===== config.mk =====
export PLATFORM = sky130hd
export DESIGN_NAME = debug_trigger_status_logic
export DESIGN_NICKNAME = d
export VERILOG_FILES = /design/src/pkg/dbg_trig_pkg.sv /design/src/debug_trigger_status_logic.sv
export SDC_FILE = /design/constraint.sdc
export NUM_CORES = 1
export LEC_CHECK = 0
export ABC_AREA = 1
export BUFFER_PORTS_ARGS = -buffer_cell sky130_fd_sc_hd__clkbuf_2
export CAP_MARGIN = 0
export CORE_MARGIN = 2
export CORE_UTILIZATION = 35
export CTS_BUF_LIST = sky130_fd_sc_hd__clkbuf_8
export CTS_CLUSTER_DIAMETER = 60
export DETAILED_ROUTE_END_ITERATION = 6
export PLACE_DENSITY = 0.69
export SYNTH_ARGS = -nofsm -noshare
export SYNTH_HDL_FRONTEND = slang
export SYNTH_SLANG_ARGS = --single-unit

===== constraint.sdc =====
create_clock -name mclk -period 2.44 [get_ports mclk]
set_input_delay 0.488 -clock mclk [delete_from_list [all_inputs] [get_ports mclk]]
set_output_delay 0.488 -clock mclk [all_outputs]
set_load 0.02 [all_outputs]

===== src/pkg/dbg_trig_pkg.sv =====
// Package for the debug trigger and status block: register map, field
// positions, reset values, trigger mode codes and FIFO depth.
// Assumes a 32-bit Avalon-MM slave port with word-aligned registers.
package dbg_trig_pkg;

	// ==================================================================
	// Register byte offsets
	localparam logic [3:0] OFF_CTL     = 4'h0;
	localparam logic [3:0] OFF_TRIG    = 4'h4;
	localparam logic [3:0] OFF_STATUS  = 4'h8;
	localparam logic [3:0] OFF_IRQSTAT = 4'hC;
	localparam int         ADDR_W      = 4;

	// ==================================================================
	// Control register bit positions
	localparam int CTL_ENABLE = 7;
	localparam int CTL_ARM    = 6;
	localparam int CTL_BREAK  = 4;

	// Trigger register bit positions
	localparam int TRG_TAG    = 7;
	localparam int TRG_BEGIN  = 6;
	localparam logic [7:0] TRG_WMASK = 8'hCF;

	// Status register bit positions
	localparam int ST_AHIT = 7;
	localparam int ST_BHIT = 6;
	localparam int ST_ARM  = 5;

	// Interrupt status / mask bits: IRQ_MASK register sits at OFF_IRQSTAT+4
	localparam logic [4:0] OFF_IRQMASK = 5'h10;
	localparam int IRQ_DONE = 0;
	localparam int IRQ_AHIT = 1;
	localparam int IRQ_BHIT = 2;
	localparam int IRQ_W    = 3;

	// ==================================================================
	// Reset values
	localparam logic [7:0] CTL_RST  = 8'h00;
	localparam logic [7:0] TRIG_RST = 8'h00;
	localparam logic [3:0] CNT_RST  = 4'h0;

	// FIFO depth in words and unmapped read value
	localparam int         FIFO_DEPTH = 8;
	localparam logic [31:0] UNMAPPED  = 32'h0000_0000;

	// ==================================================================
	// Trigger modes
	typedef enum logic [3:0] {
		MODE_A_ONLY    = 4'h0,
		MODE_A_OR_B    = 4'h1,
		MODE_A_THEN_B  = 4'h2,
		MODE_EV_B      = 4'h3,
		MODE_A_THEN_EV = 4'h4,
		MODE_A_AND_BD  = 4'h5,
		MODE_A_NOT_BD  = 4'h6,
		MODE_INSIDE    = 4'h7,
		MODE_OUTSIDE   = 4'h8
	} trig_mode_t;

	// Run state, Gray along idle -> armed -> done
	typedef enum logic [1:0] {
		RUN_IDLE  = 2'b00,
		RUN_ARMED = 2'b01,
		RUN_DONE  = 2'b11
	} run_state_t;

endpackage


===== src/debug_trigger_status_logic.sv =====
// Trigger selection, run sequencing and status for the on-chip debug unit.
// Assumes comparator match inputs, access strobes, opcode-execute tag and
// FIFO store strobes come from logic on mclk; secure level is an outside pin.
// Function
// - Trigger register always readable; writes only while not armed; bits 4,5 read 0.
// - Tag select set: matches qualify only when opcode executes; clear: any access.
// - Direction bit 0 ends capture at trigger; 1 starts storage at trigger.
// - Event-only modes ignore direction bit; every run is a begin trace.
// - Mode field selects nine trigger modes; codes 1001 to 1111 never trigger.
// - Inside range is A<=addr<=B; outside range is addr<A or addr>B.
// - A hit flag clears at run start, sets on A match after arming.
// - B hit flag clears at run start, sets on B match after arming.
// - Armed status mirrors arm control while enabled; clears at run end.
// - Run completes on FIFO full in begin trace, trigger in end trace.
// - Writing 0 to arm or enable ends the run at once.
// - Valid count clears at run start, holds valid words 0 to 8 at end.
// - Valid count does not decrement when FIFO words are read out.
// - Status register is read-only; writes change nothing.
// - Event-only modes store only the low byte; high byte reads zero.
// - Break enabled: end trace breaks at trigger, begin trace at FIFO full.
// - Debug enable refuses to set while the device is secured.
`timescale 1ns/10ps
`default_nettype none

module debug_trigger_status_logic #(
	parameter int DEPTH  = dbg_trig_pkg::FIFO_DEPTH,
	parameter int AWIDTH = 16
) (
	input  wire logic              mclk,
	input  wire logic              rst_n,
	// Avalon-MM slave
	input  wire logic [4:0]        address,
	input  wire logic              read,
	input  wire logic              write,
	input  wire logic [31:0]       writedata,
	output logic      [31:0]       readdata,
	output logic                   waitrequest,
	// Processor bus observation
	input  wire logic              busValid,
	input  wire logic [AWIDTH-1:0] busAddr,
	input  wire logic [AWIDTH-1:0] compA,
	input  wire logic [AWIDTH-1:0] compB,
	input  wire logic              matchA,
	input  wire logic              matchB,
	input  wire logic              opExecA,
	input  wire logic              opExecB,
	input  wire logic              storeStrobe,
	input  wire logic [15:0]       storeData,
	input  wire logic              securePin,
	// Toward FIFO and core
	output logic                   fifoWrite,
	output logic      [15:0]       fifoData,
	output logic                   breakReq,
	output logic                   breakTag,
	output logic                   irq
);

	// ==================================================================
	// Elaboration check
	initial begin
		if (DEPTH != 8 || AWIDTH < 1)
			$error("Valid count field serves a depth of eight only");
	end

	// ==================================================================
	// Pin synchroniser for the secure level
	logic secMeta;
	logic secure;
	always_ff @(posedge mclk) begin
		if (!rst_n) begin
			secMeta <= 1'b1;
			secure  <= 1'b1;
		end else begin
			secMeta <= securePin;
			secure  <= secMeta;
		end
	end

	// ==================================================================
	// Registers and bus decode
	logic [7:0]              ctl;
	logic [7:0]              trig;
	logic                    aHit;
	logic                    bHit;
	logic [3:0]              validCount;
	logic [dbg_trig_pkg::IRQ_W-1:0] irqStat;
	logic [dbg_trig_pkg::IRQ_W-1:0] irqMask;
	dbg_trig_pkg::run_state_t runState;
	logic                    aSeen;
	logic                    beginStored;

	logic wrAccess;
	logic rdAccess;
	logic armed;
	assign wrAccess = write && !waitrequest;
	assign rdAccess = read && !waitrequest;
	assign armed    = (runState == dbg_trig_pkg::RUN_ARMED);

	function automatic logic hitOff(input logic [4:0] a, input logic [3:0] off);
		hitOff = (a == {1'b0, off});
	endfunction

	// One wait state per access: answer one cycle after the request rises
	always_ff @(posedge mclk) begin
		if (!rst_n)
			waitrequest <= 1'b1;
		else if ((read || write) && waitrequest)
			waitrequest <= 1'b0;
		else
			waitrequest <= 1'b1;
	end

	// ==================================================================
	// Trigger qualification
	dbg_trig_pkg::trig_mode_t mode;
	logic eventOnly;
	logic beginTrace;
	logic qualA;
	logic qualB;
	logic rangeIn;
	logic rangeOut;
	logic trigger;
	assign mode = dbg_trig_pkg::trig_mode_t'(trig[3:0]);
	assign eventOnly = (mode == dbg_trig_pkg::MODE_EV_B) || (mode == dbg_trig_pkg::MODE_A_THEN_EV);
	assign beginTrace = eventOnly || trig[dbg_trig_pkg::TRG_BEGIN];
	assign qualA = trig[dbg_trig_pkg::TRG_TAG] ? (matchA && opExecA) : matchA;
	assign qualB = trig[dbg_trig_pkg::TRG_TAG] ? (matchB && opExecB) : matchB;
	assign rangeIn  = busValid && (busAddr >= compA) && (busAddr <= compB);
	assign rangeOut = busValid && ((busAddr < compA) || (busAddr > compB));

	always_comb begin
		case (mode)
			dbg_trig_pkg::MODE_A_ONLY:    trigger = qualA;
			dbg_trig_pkg::MODE_A_OR_B:    trigger = qualA || qualB;
			dbg_trig_pkg::MODE_A_THEN_B:  trigger = aSeen && qualB;
			dbg_trig_pkg::MODE_EV_B:      trigger = qualB;
			dbg_trig_pkg::MODE_A_THEN_EV: trigger = aSeen && qualB;
			dbg_trig_pkg::MODE_A_AND_BD:  trigger = qualA && qualB;
			dbg_trig_pkg::MODE_A_NOT_BD:  trigger = qualA && !qualB;
			dbg_trig_pkg::MODE_INSIDE:    trigger = rangeIn;
			dbg_trig_pkg::MODE_OUTSIDE:   trigger = rangeOut;
			default:                      trigger = 1'b0;
		endcase
	end

	// ==================================================================
	// Run sequencing
	logic armWrite1;
	logic stopWrite;
	logic fifoFull;
	logic storeNow;
	logic runEnd;
	assign armWrite1 = wrAccess && hitOff(address, dbg_trig_pkg::OFF_CTL)
		&& writedata[dbg_trig_pkg::CTL_ARM] && writedata[dbg_trig_pkg::CTL_ENABLE] && !secure;
	assign stopWrite = wrAccess && hitOff(address, dbg_trig_pkg::OFF_CTL)
		&& (!writedata[dbg_trig_pkg::CTL_ARM] || !writedata[dbg_trig_pkg::CTL_ENABLE]);
	assign fifoFull = (validCount == 4'(DEPTH));
	// direction picks storage
	// In end trace the FIFO wraps; in begin trace storage waits for the trigger
	assign storeNow = armed && storeStrobe && (beginTrace ? (beginStored || trigger) && !fifoFull : 1'b1);
	assign runEnd = armed && (beginTrace ? (storeNow && validCount == 4'(DEPTH - 1)) : trigger);

	always_ff @(posedge mclk) begin
		if (!rst_n)
			runState <= dbg_trig_pkg::RUN_IDLE;
		else if (stopWrite && armed)
			runState <= dbg_trig_pkg::RUN_IDLE;
		else if (armWrite1)
			runState <= dbg_trig_pkg::RUN_ARMED;
		else if (runEnd)
			runState <= dbg_trig_pkg::RUN_DONE;
		else begin
			case (runState)
				dbg_trig_pkg::RUN_IDLE:  runState <= dbg_trig_pkg::RUN_IDLE;
				dbg_trig_pkg::RUN_ARMED: runState <= dbg_trig_pkg::RUN_ARMED;
				dbg_trig_pkg::RUN_DONE:  runState <= dbg_trig_pkg::RUN_DONE;
				default:                 runState <= dbg_trig_pkg::RUN_IDLE;
			endcase
		end
	end

	// Control register: arm bit mirrors the run
	always_ff @(posedge mclk) begin
		if (!rst_n)
			ctl <= dbg_trig_pkg::CTL_RST;
		else if (wrAccess && hitOff(address, dbg_trig_pkg::OFF_CTL)) begin
			ctl <= writedata[7:0];
			if (secure) begin
				ctl[dbg_trig_pkg::CTL_ENABLE] <= 1'b0;
				ctl[dbg_trig_pkg::CTL_ARM]    <= 1'b0;
			end
			if (!writedata[dbg_trig_pkg::CTL_ENABLE])
				ctl[dbg_trig_pkg::CTL_ARM] <= 1'b0;
		end else if (runEnd)
			ctl[dbg_trig_pkg::CTL_ARM] <= 1'b0;
	end

	always_ff @(posedge mclk) begin
		if (!rst_n)
			trig <= dbg_trig_pkg::TRIG_RST;
		else if (wrAccess && hitOff(address, dbg_trig_pkg::OFF_TRIG) && !armed)
			trig <= writedata[7:0] & dbg_trig_pkg::TRG_WMASK;
	end

	// Sequence memory for A-then-B and the begin-trace start point
	always_ff @(posedge mclk) begin
		if (!rst_n || armWrite1) begin
			aSeen       <= 1'b0;
			beginStored <= 1'b0;
		end else if (armed) begin
			if (qualA)
				aSeen <= 1'b1;
			if (beginTrace && trigger)
				beginStored <= 1'b1;
		end
	end

	always_ff @(posedge mclk) begin
		if (!rst_n || armWrite1) begin
			aHit <= 1'b0;
			bHit <= 1'b0;
		end else if (armed) begin
			if (qualA)
				aHit <= 1'b1;
			if (qualB)
				bHit <= 1'b1;
		end
	end

	always_ff @(posedge mclk) begin
		if (!rst_n || armWrite1)
			validCount <= dbg_trig_pkg::CNT_RST;
		else if (storeNow && !fifoFull)
			validCount <= validCount + 4'h1;
	end

	// low byte only in event modes
	always_ff @(posedge mclk) begin
		if (!rst_n) begin
			fifoWrite <= 1'b0;
			fifoData  <= 16'h0000;
		end else begin
			fifoWrite <= storeNow;
			fifoData  <= eventOnly ? {8'h00, storeData[7:0]} : storeData;
		end
	end

	always_ff @(posedge mclk) begin
		if (!rst_n) begin
			breakReq <= 1'b0;
			breakTag <= 1'b0;
		end else begin
			breakReq <= runEnd && ctl[dbg_trig_pkg::CTL_BREAK];
			breakTag <= trig[dbg_trig_pkg::TRG_TAG];
		end
	end

	// ==================================================================
	// Interrupt: sticky events, cleared by a read; a new event wins
	logic [dbg_trig_pkg::IRQ_W-1:0] events;
	assign events = {armed && qualB && !bHit, armed && qualA && !aHit, runEnd};
	always_ff @(posedge mclk) begin
		if (!rst_n)
			irqStat <= '0;
		else if (rdAccess && hitOff(address, dbg_trig_pkg::OFF_IRQSTAT))
			irqStat <= events;
		else
			irqStat <= irqStat | events;
	end

	always_ff @(posedge mclk) begin
		if (!rst_n)
			irqMask <= '0;
		else if (wrAccess && address == dbg_trig_pkg::OFF_IRQMASK)
			irqMask <= writedata[dbg_trig_pkg::IRQ_W-1:0];
	end

	always_ff @(posedge mclk) begin
		if (!rst_n)
			irq <= 1'b0;
		else
			irq <= |(irqStat & irqMask);
	end

	// ==================================================================
	// Read data
	logic [7:0] statusByte;
	assign statusByte = {aHit, bHit, armed && ctl[dbg_trig_pkg::CTL_ENABLE], 1'b0, validCount};

	always_ff @(posedge mclk) begin
		if (!rst_n)
			readdata <= dbg_trig_pkg::UNMAPPED;
		else if (read && waitrequest) begin
			if (hitOff(address, dbg_trig_pkg::OFF_CTL))
				readdata <= {24'h000000, ctl};
			else if (hitOff(address, dbg_trig_pkg::OFF_TRIG))
				readdata <= {24'h000000, trig};
			else if (hitOff(address, dbg_trig_pkg::OFF_STATUS))
				readdata <= {24'h000000, statusByte};
			else if (hitOff(address, dbg_trig_pkg::OFF_IRQSTAT))
				readdata <= {29'h0, irqStat};
			else if (address == dbg_trig_pkg::OFF_IRQMASK)
				readdata <= {29'h0, irqMask};
			else
				readdata <= dbg_trig_pkg::UNMAPPED;
		end
	end

endmodule

`default_nettype wire


==> results of run 1 <==
[per-layer routing]
metal | track usage | up-vias
met5 | 0 | -
met4 | 0.05116 | 0
met3 | 0.03759 | 13
met2 | 0.2731 | 124
met1 | 0.1952 | 1492
li1 | - | 1783
[path summary, 6_finish.rpt]
path	cells past startpoint	slack (ns)	startpoint	endpoint
setup / recovery	15	0.41	busAddr[15]	ctl[6]$_SDFFE_PN0P_
hold reg to reg	1	0.42	secMeta$_SDFF_PN1_	secure$_SDFF_PN1_
setup reg to reg	13	0.62	trig[2]$_SDFFE_PN0P_	ctl[6]$_SDFFE_PN0P_
hold / removal	2	0.34	securePin	secMeta$_SDFF_PN1_
[sequential cells by signal, summed over array words and instances (netlist names), 2 cells and up]
| signal | cells |
|---|---|
| fifoData | 16 |
| ctl | 8 |
| readdata | 8 |
| trig | 6 |
| validCount | 4 |
| irqMask | 3 |
| irqStat | 3 |
| runState | 2 |
[kinds of logic (layout without fill, tap and decap cells)]
family	Yosys count	count (layout)	share of synthesized area
compound gates	88	88	0.1398
fa+ha+maj	34	34	0.1209
buf+inv	126	230	0.1604
flops	60	60	0.3414
other cells	1	24	0.001066
simple gates	190	190	0.2365
[through the flow]
step	instance area (sq um)	hold slack, ns	util
detailed placement	4167	0.4051	0.4263
floorplan	3605	0.3925	-
finish	4403	0.3362	0.4505
CTS	4403	0.3194	0.4505
global placement	4167	0.4054	0.4263
global route	4403	0.3281	0.4505
[power groups by stage]
stage | Clock, mW | Combinational, mW | Sequential, mW
after floorplan | 0 | 0.228 | 1.07
after global placement | 0 | 0.365 | 1.04
after detailed placement | 0 | 0.377 | 1.04
after CTS | 1.05 | 0.379 | 1.02
after global routing | 1.09 | 0.429 | 1.02
final | 1.03 | 0.375 | 1.02
[cells in the final DEF, fill, tap and decap left out, types with 2 or more instances in the layout]
master,count
a21o_1,2
a21oi_1,37
a221oi_1,3
a31oi_1,2
a41oi_1,2
buf_4,3
bufinv_16,2
clkbuf_2,116
clkbuf_8,12
conb_1,24
dfxtp_1,60
ha_1,34
inv_1,89
inv_2,7
nand2_1,86
nand2_2,5
nand3_1,19
nand3b_1,2
nand4_1,5
nor2_1,60
nor3_1,4
nor3_2,2
o211ai_1,3
o21ai_0,31
o21ai_1,4
or2_2,2
[final cells by class]
cell class / count / area (sq um) / share of cell area
well taps: 133 / 166.4 / 0.03779
clock buffers: 12 / 165.2 / 0.03751
clock inverters: 4 / 71.32 / 0.01620
repair buffers: 119 / 603.1 / 0.1370
flip-flops and latches: 60 / 1201 / 0.2728
multi-input cells: 336 / 1839 / 0.4177
inverters: 95 / 356.6 / 0.08099
==> impl_metrics.yaml, run 1 <==
run_status:
  status: "finished clean"
finish:
  instances_no_fill: 759
  fill_cells: 1007
  diodes: 0
  drive_gt1_frac: 0.2508
  area_growth_pct: 25.14
  nets: 767
grt:
  grt-ovfl-total: 0
  grt_pass1_vias: 3303
  grt_max_degree: 25
  grt_pass1_wl_mm: 14.33
  antenna_found_initial: 0
  globalRouteTotalUtil: 0.1589
floorplan:
  row_count: 36
  die_x_microns: 104.3
  chipHeight_microns: 104.3
  start_util: 0.3600
  die_area_sq_um: 10870
  core-area_sq_um: 9774
  ios: 165
routing:
  wl_met3_microns: 619
  firstDrtPassIters: 5
  top_layer: "met4"
  wl_met2_mm: 4.040
  vias_per_cell: 4.495
  via_count: 3412
  drtIter0Drc: 200
  wl_met1_mm: 3.753
  drc: 0
  drtAntennaViolNets: 0
  wl_per_cell_microns: 11.25
  wirelength_mm: 8.539
placed_design:
  dpl.hpwl_mm: 7.017
  place_congestion: 0.8216
  dp_cells: 743
  io_buffers: 116
  place_ws_ns: 0.04477
logic_synthesis:
  yosysTopAreaCell: "dfxtp_1"
  synthDistinctLibCells: 34
  netlist_top_cells_area: "dfxtp_1, ha_1, inv_1, nand2_1, nor2_1"
  synth_warnings: 0
  yosysSeqAreaShare: 0.3414
  synthTopCellsByCount: "inv_1, nand2_1, dfxtp_1, nor2_1, a21oi_1"
  synth_ff_type: "dfxtp_1"
  avgSynthCellArea_sq_um: 7.051
  synthArstFlopShare: 0
  synth_seq_cells: 60
  yosysMostFrequentCell: "inv_1"
  synth_edf_count: 0
  synth.top_cell.area_share: 0.3414
  synth_cells: 499
  synth_area_sq_um: 3518
worst_setup_path:
  worstPathRequired_ns: 2.71
  critPathLaunchType: "primary input"
  critical_path_buf_inv_count: 1
  cp-end-kind: "register"
  cpMaxStageDelayCell: "ha_1"
  critPathArrivalTime_ns: 2.30
  crit_chain: "clkbuf_2, ha_1, a21oi_1, o21ai_0, a21oi_1, nand3_1, nand3_1, nand4_2, nand2_2, nand2_4, nand3_1, nand2_1, nand2_2, nand2_2, a21oi_2"
  cpPeakStageDelay_ns: 0.32
  crit_family: "simple AND/OR/NAND/NOR gates"
  critPathKind: "primary input to register"
  cp_max_fo: 4
sta:
  fin_skew_ns: 0.006869
  slew_violations: 0
  period_needed_ns: 2.031
  fmax_mhz: 492.5
  rsz0062_at_grt: "false"
  setup-tns-final_ns: 0
  hold_viol_final: 0
  setup_violations: 0
  period_share: 0.8322
  fin_ws_ns: 0.4095
run:
  cap_violations: 0
pwr:
  swShare: 0.2539
  combPwrFrac: 0.155
  clkPwrFrac: 0.425
  leakage_nw: 2.395
  power_mw: 2.421
  seq_power_share: 0.420
  power_density_nw_per_um2: 549.8
  p_int_mw: 1.806
  switchingPower_uw: 614.6
  ir_worst_vdd_mv: 0.2478
cts:
  clk_pin_slew_worst_paths_ns: 0.07
  cts_tree: "done"
  holdBufCountCts: 0
  clk_latency_ns: 0.34
  postCtsSetupBuffers: 0
  cts_resized: 0
  max-clock-path-buffers: 2
  clock-sinks: 60
  root_buffer: "clkbuf_8"
  cts-buffers-inserted: 9
  htreeDepth: 3
worst_hold_path:
  hold_class: "primary input to register"
(Power assumes the default switching activity.)
==> run 2, diff against run 1 <==
==> constraint.sdc (replaced) <==
create_clock -name mclk -period 1.9 [get_ports mclk]
set_input_delay 0.38 -clock mclk [delete_from_list [all_inputs] [get_ports mclk]]
set_output_delay 0.38 -clock mclk [all_outputs]
set_load 0.02 [all_outputs]
==> run 2 against run 1 <==
Effect of this change: first-iteration DRC count decreased by 9.0%; setup slack got worse by 0.41 ns; utilization increased by 2.8 points; non-clock buffer count increased by 6; power increased by 25%; via count increased by 1.9%; highest routed layer unchanged.
==> impl_metrics.yaml, run 2 (synthesized netlist as in run 1, its figures left out) <==
worst_setup_path:
  critPathArrivalTime_ns: 2.18
  worstSetupStartpoint: "busAddr[15]"
  cp_max_fo: 4
  crit_end: "ctl[6]$_SDFFE_PN0P_"
  critPathLaunchType: "primary input"
  cpMaxStageDelayCell: "ha_1"
  r2r_cells: 17
  crit_chain: "clkbuf_2, ha_1, a21oi_1, o21ai_0, a21oi_2, nand3_2, nand3_4, nand4_4, nand2_2, nand2_4, nand3_1, nand2_1, nand2_2, nand2_2, a21oi_2"
  critPathKind: "primary input to register"
  crit_top_cell: "nand2_2"
  cp-end-kind: "register"
  cpPeakStageDelay_ns: 0.32
  worstPathRequired_ns: 2.18
  ff2ff_setup_slack_ns: 0.04
  r2r-end: "ctl[6]$_SDFFE_PN0P_"
  r2r-start: "trig[2]$_SDFFE_PN0P_"
finish:
  largestRegisters: "fifoData: 16 flops, ctl: 8 flops, readdata: 8 flops"
  diodes: 0
  nets: 773
  largest_reg_flops: 16
  max_flop_register: "fifoData"
  drive_gt1_frac: 0.3149
  final_cell_mix: "clkbuf_2, inv_1, nand2_1"
  layout_commonest_cell: "clkbuf_2"
  area_growth_pct: 33.04
  fin_util: 0.4789
sta:
  setup-tns-final_ns: 0
  rsz0062_at_grt: "true"
  period_needed_ns: 1.898
  slew_violations: 0
  fmax_mhz: 526.8
  setup_violations: 0
  worst_pin_slew_ns: 0.5550
  fin_skew_ns: 0.008201
  period_share: 0.9991
  hold_viol_final: 0
  max_slew_margin: 0.6300
cts:
  cts_tree: "done"
  htreeDepth: 3
  clock-sinks: 60
  holdBufCountCts: 0
  clk_pin_slew_worst_paths_ns: 0.07
  cts-buffers-inserted: 9
  root_buffer: "clkbuf_8"
  clk_latency_ns: 0.35
  max-clock-path-buffers: 2
pwr:
  power_density_nw_per_um2: 645.6
  power_mw: 3.022
  combPwrFrac: 0.182
  seq_power_share: 0.432
  leakage_nw: 2.430
  ir_worst_vdd_mv: 0.3124
  p_int_mw: 2.185
  switchingPower_uw: 836.6
  clkPwrFrac: 0.386
  swShare: 0.2768
grt:
  grt_pass1_vias: 3231
  grt-ovfl-total: 0
  globalRouteTotalUtil: 0.1613
  grt_pass1_wl_mm: 14.32
  grt_max_degree: 25
  antenna_found_initial: 0
placed_design:
  io_buffers: 116
  dpl.hpwl_mm: 6.961
  place_congestion: 0.8499
routing:
  drc: 0
  drtIter0Drc: 182
  wirelength_mm: 8.805
  firstDrtPassIters: 4
  wl_per_cell_microns: 11.51
  drtAntennaViolNets: 0
  vias_per_cell: 4.546
  via_count: 3478
floorplan:
  row_count: 36
  ios: 165
  die_area_sq_um: 10870
  chipHeight_microns: 104.3
  core-area_sq_um: 9774
  die_x_microns: 104.3
  start_util: 0.3600
worst_hold_path:
  hp-start: "storeData[4]"
  hold_class: "primary input to register"
run_status:
  status: "finished clean"
run:
  cap_violations: 0
-- run 2: area by class of cell --
type                    count  area, sq um
fillers                   980         5094
well taps                 133        166.4
flip-flops and latches     60         1201
repair buffers            125        698.2
inverters                  95        359.1
clock buffers              11        151.4
multi-input cells         336         2053
clock inverters             5        51.30
-- run 2: metal layers --
| metal | GRT usage | up-vias | share of wire |
|---|---|---|---|
| met1 | 0.2003 | 1542 | 0.44 |
| met5 | 0 | - | 0 |
| li1 | - | 1789 | - |
| met2 | 0.2703 | 138 | 0.48 |
| met3 | 0.04198 | 9 | 0.063 |
| met4 | 0.05502 | 0 | 0.011 |
-- run 2: worst min path at each step --
stage,depth (start not counted),end
floorplan,1,secure$_SDFF_PN1_
global placement,1,secure$_SDFF_PN1_
detailed placement,1,secure$_SDFF_PN1_
CTS,3,fifoData[5]$_SDFF_PN0_
global route,3,fifoData[3]$_SDFF_PN0_
finish,3,fifoData[4]$_SDFF_PN0_
-- run 2: critical path: cells and delay by family --
family / cells / cell delay, ns
compound gates: 4 / 0.55
buf+inv: 1 / 0.10
fa+ha+maj: 1 / 0.32
simple gates: 9 / 0.83
-- run 2: power groups by stage --
stage,Clock [mW],Combinational (mW),Sequential (mW)
floorplan,0,0.293,1.37
global placement,0,0.474,1.33
detailed placement,0,0.486,1.33
CTS,1.19,0.489,1.30
global route,1.25,0.617,1.31
finish,1.17,0.551,1.30
-- run 2: through the flow --
step | instance area [sq um] | hold slack [ns] | setup WS [ns] | cells
2_1_floorplan | 3605 | 0.3925 | -0.0009805 | 522
3_3_place_gp | 4204 | 0.4046 | -0.3383 | 748
3_5_place_dp | 4204 | 0.4041 | -0.3818 | 748
4_1_cts | 4412 | 0.1982 | 0.01475 | 764
5_1_grt | 4681 | 0.2025 | -0.09632 | 765
6_report | 4681 | 0.2102 | 0.001664 | 765
-- run 2: repair_timing --
action                                 4_1_cts  5_1_grt
resized for setup                            1       54
pin swaps                                    0       17
setup buffers                                0        1
setup endpoints to repair                    1        9
endpoints found under the hold margin        0        0
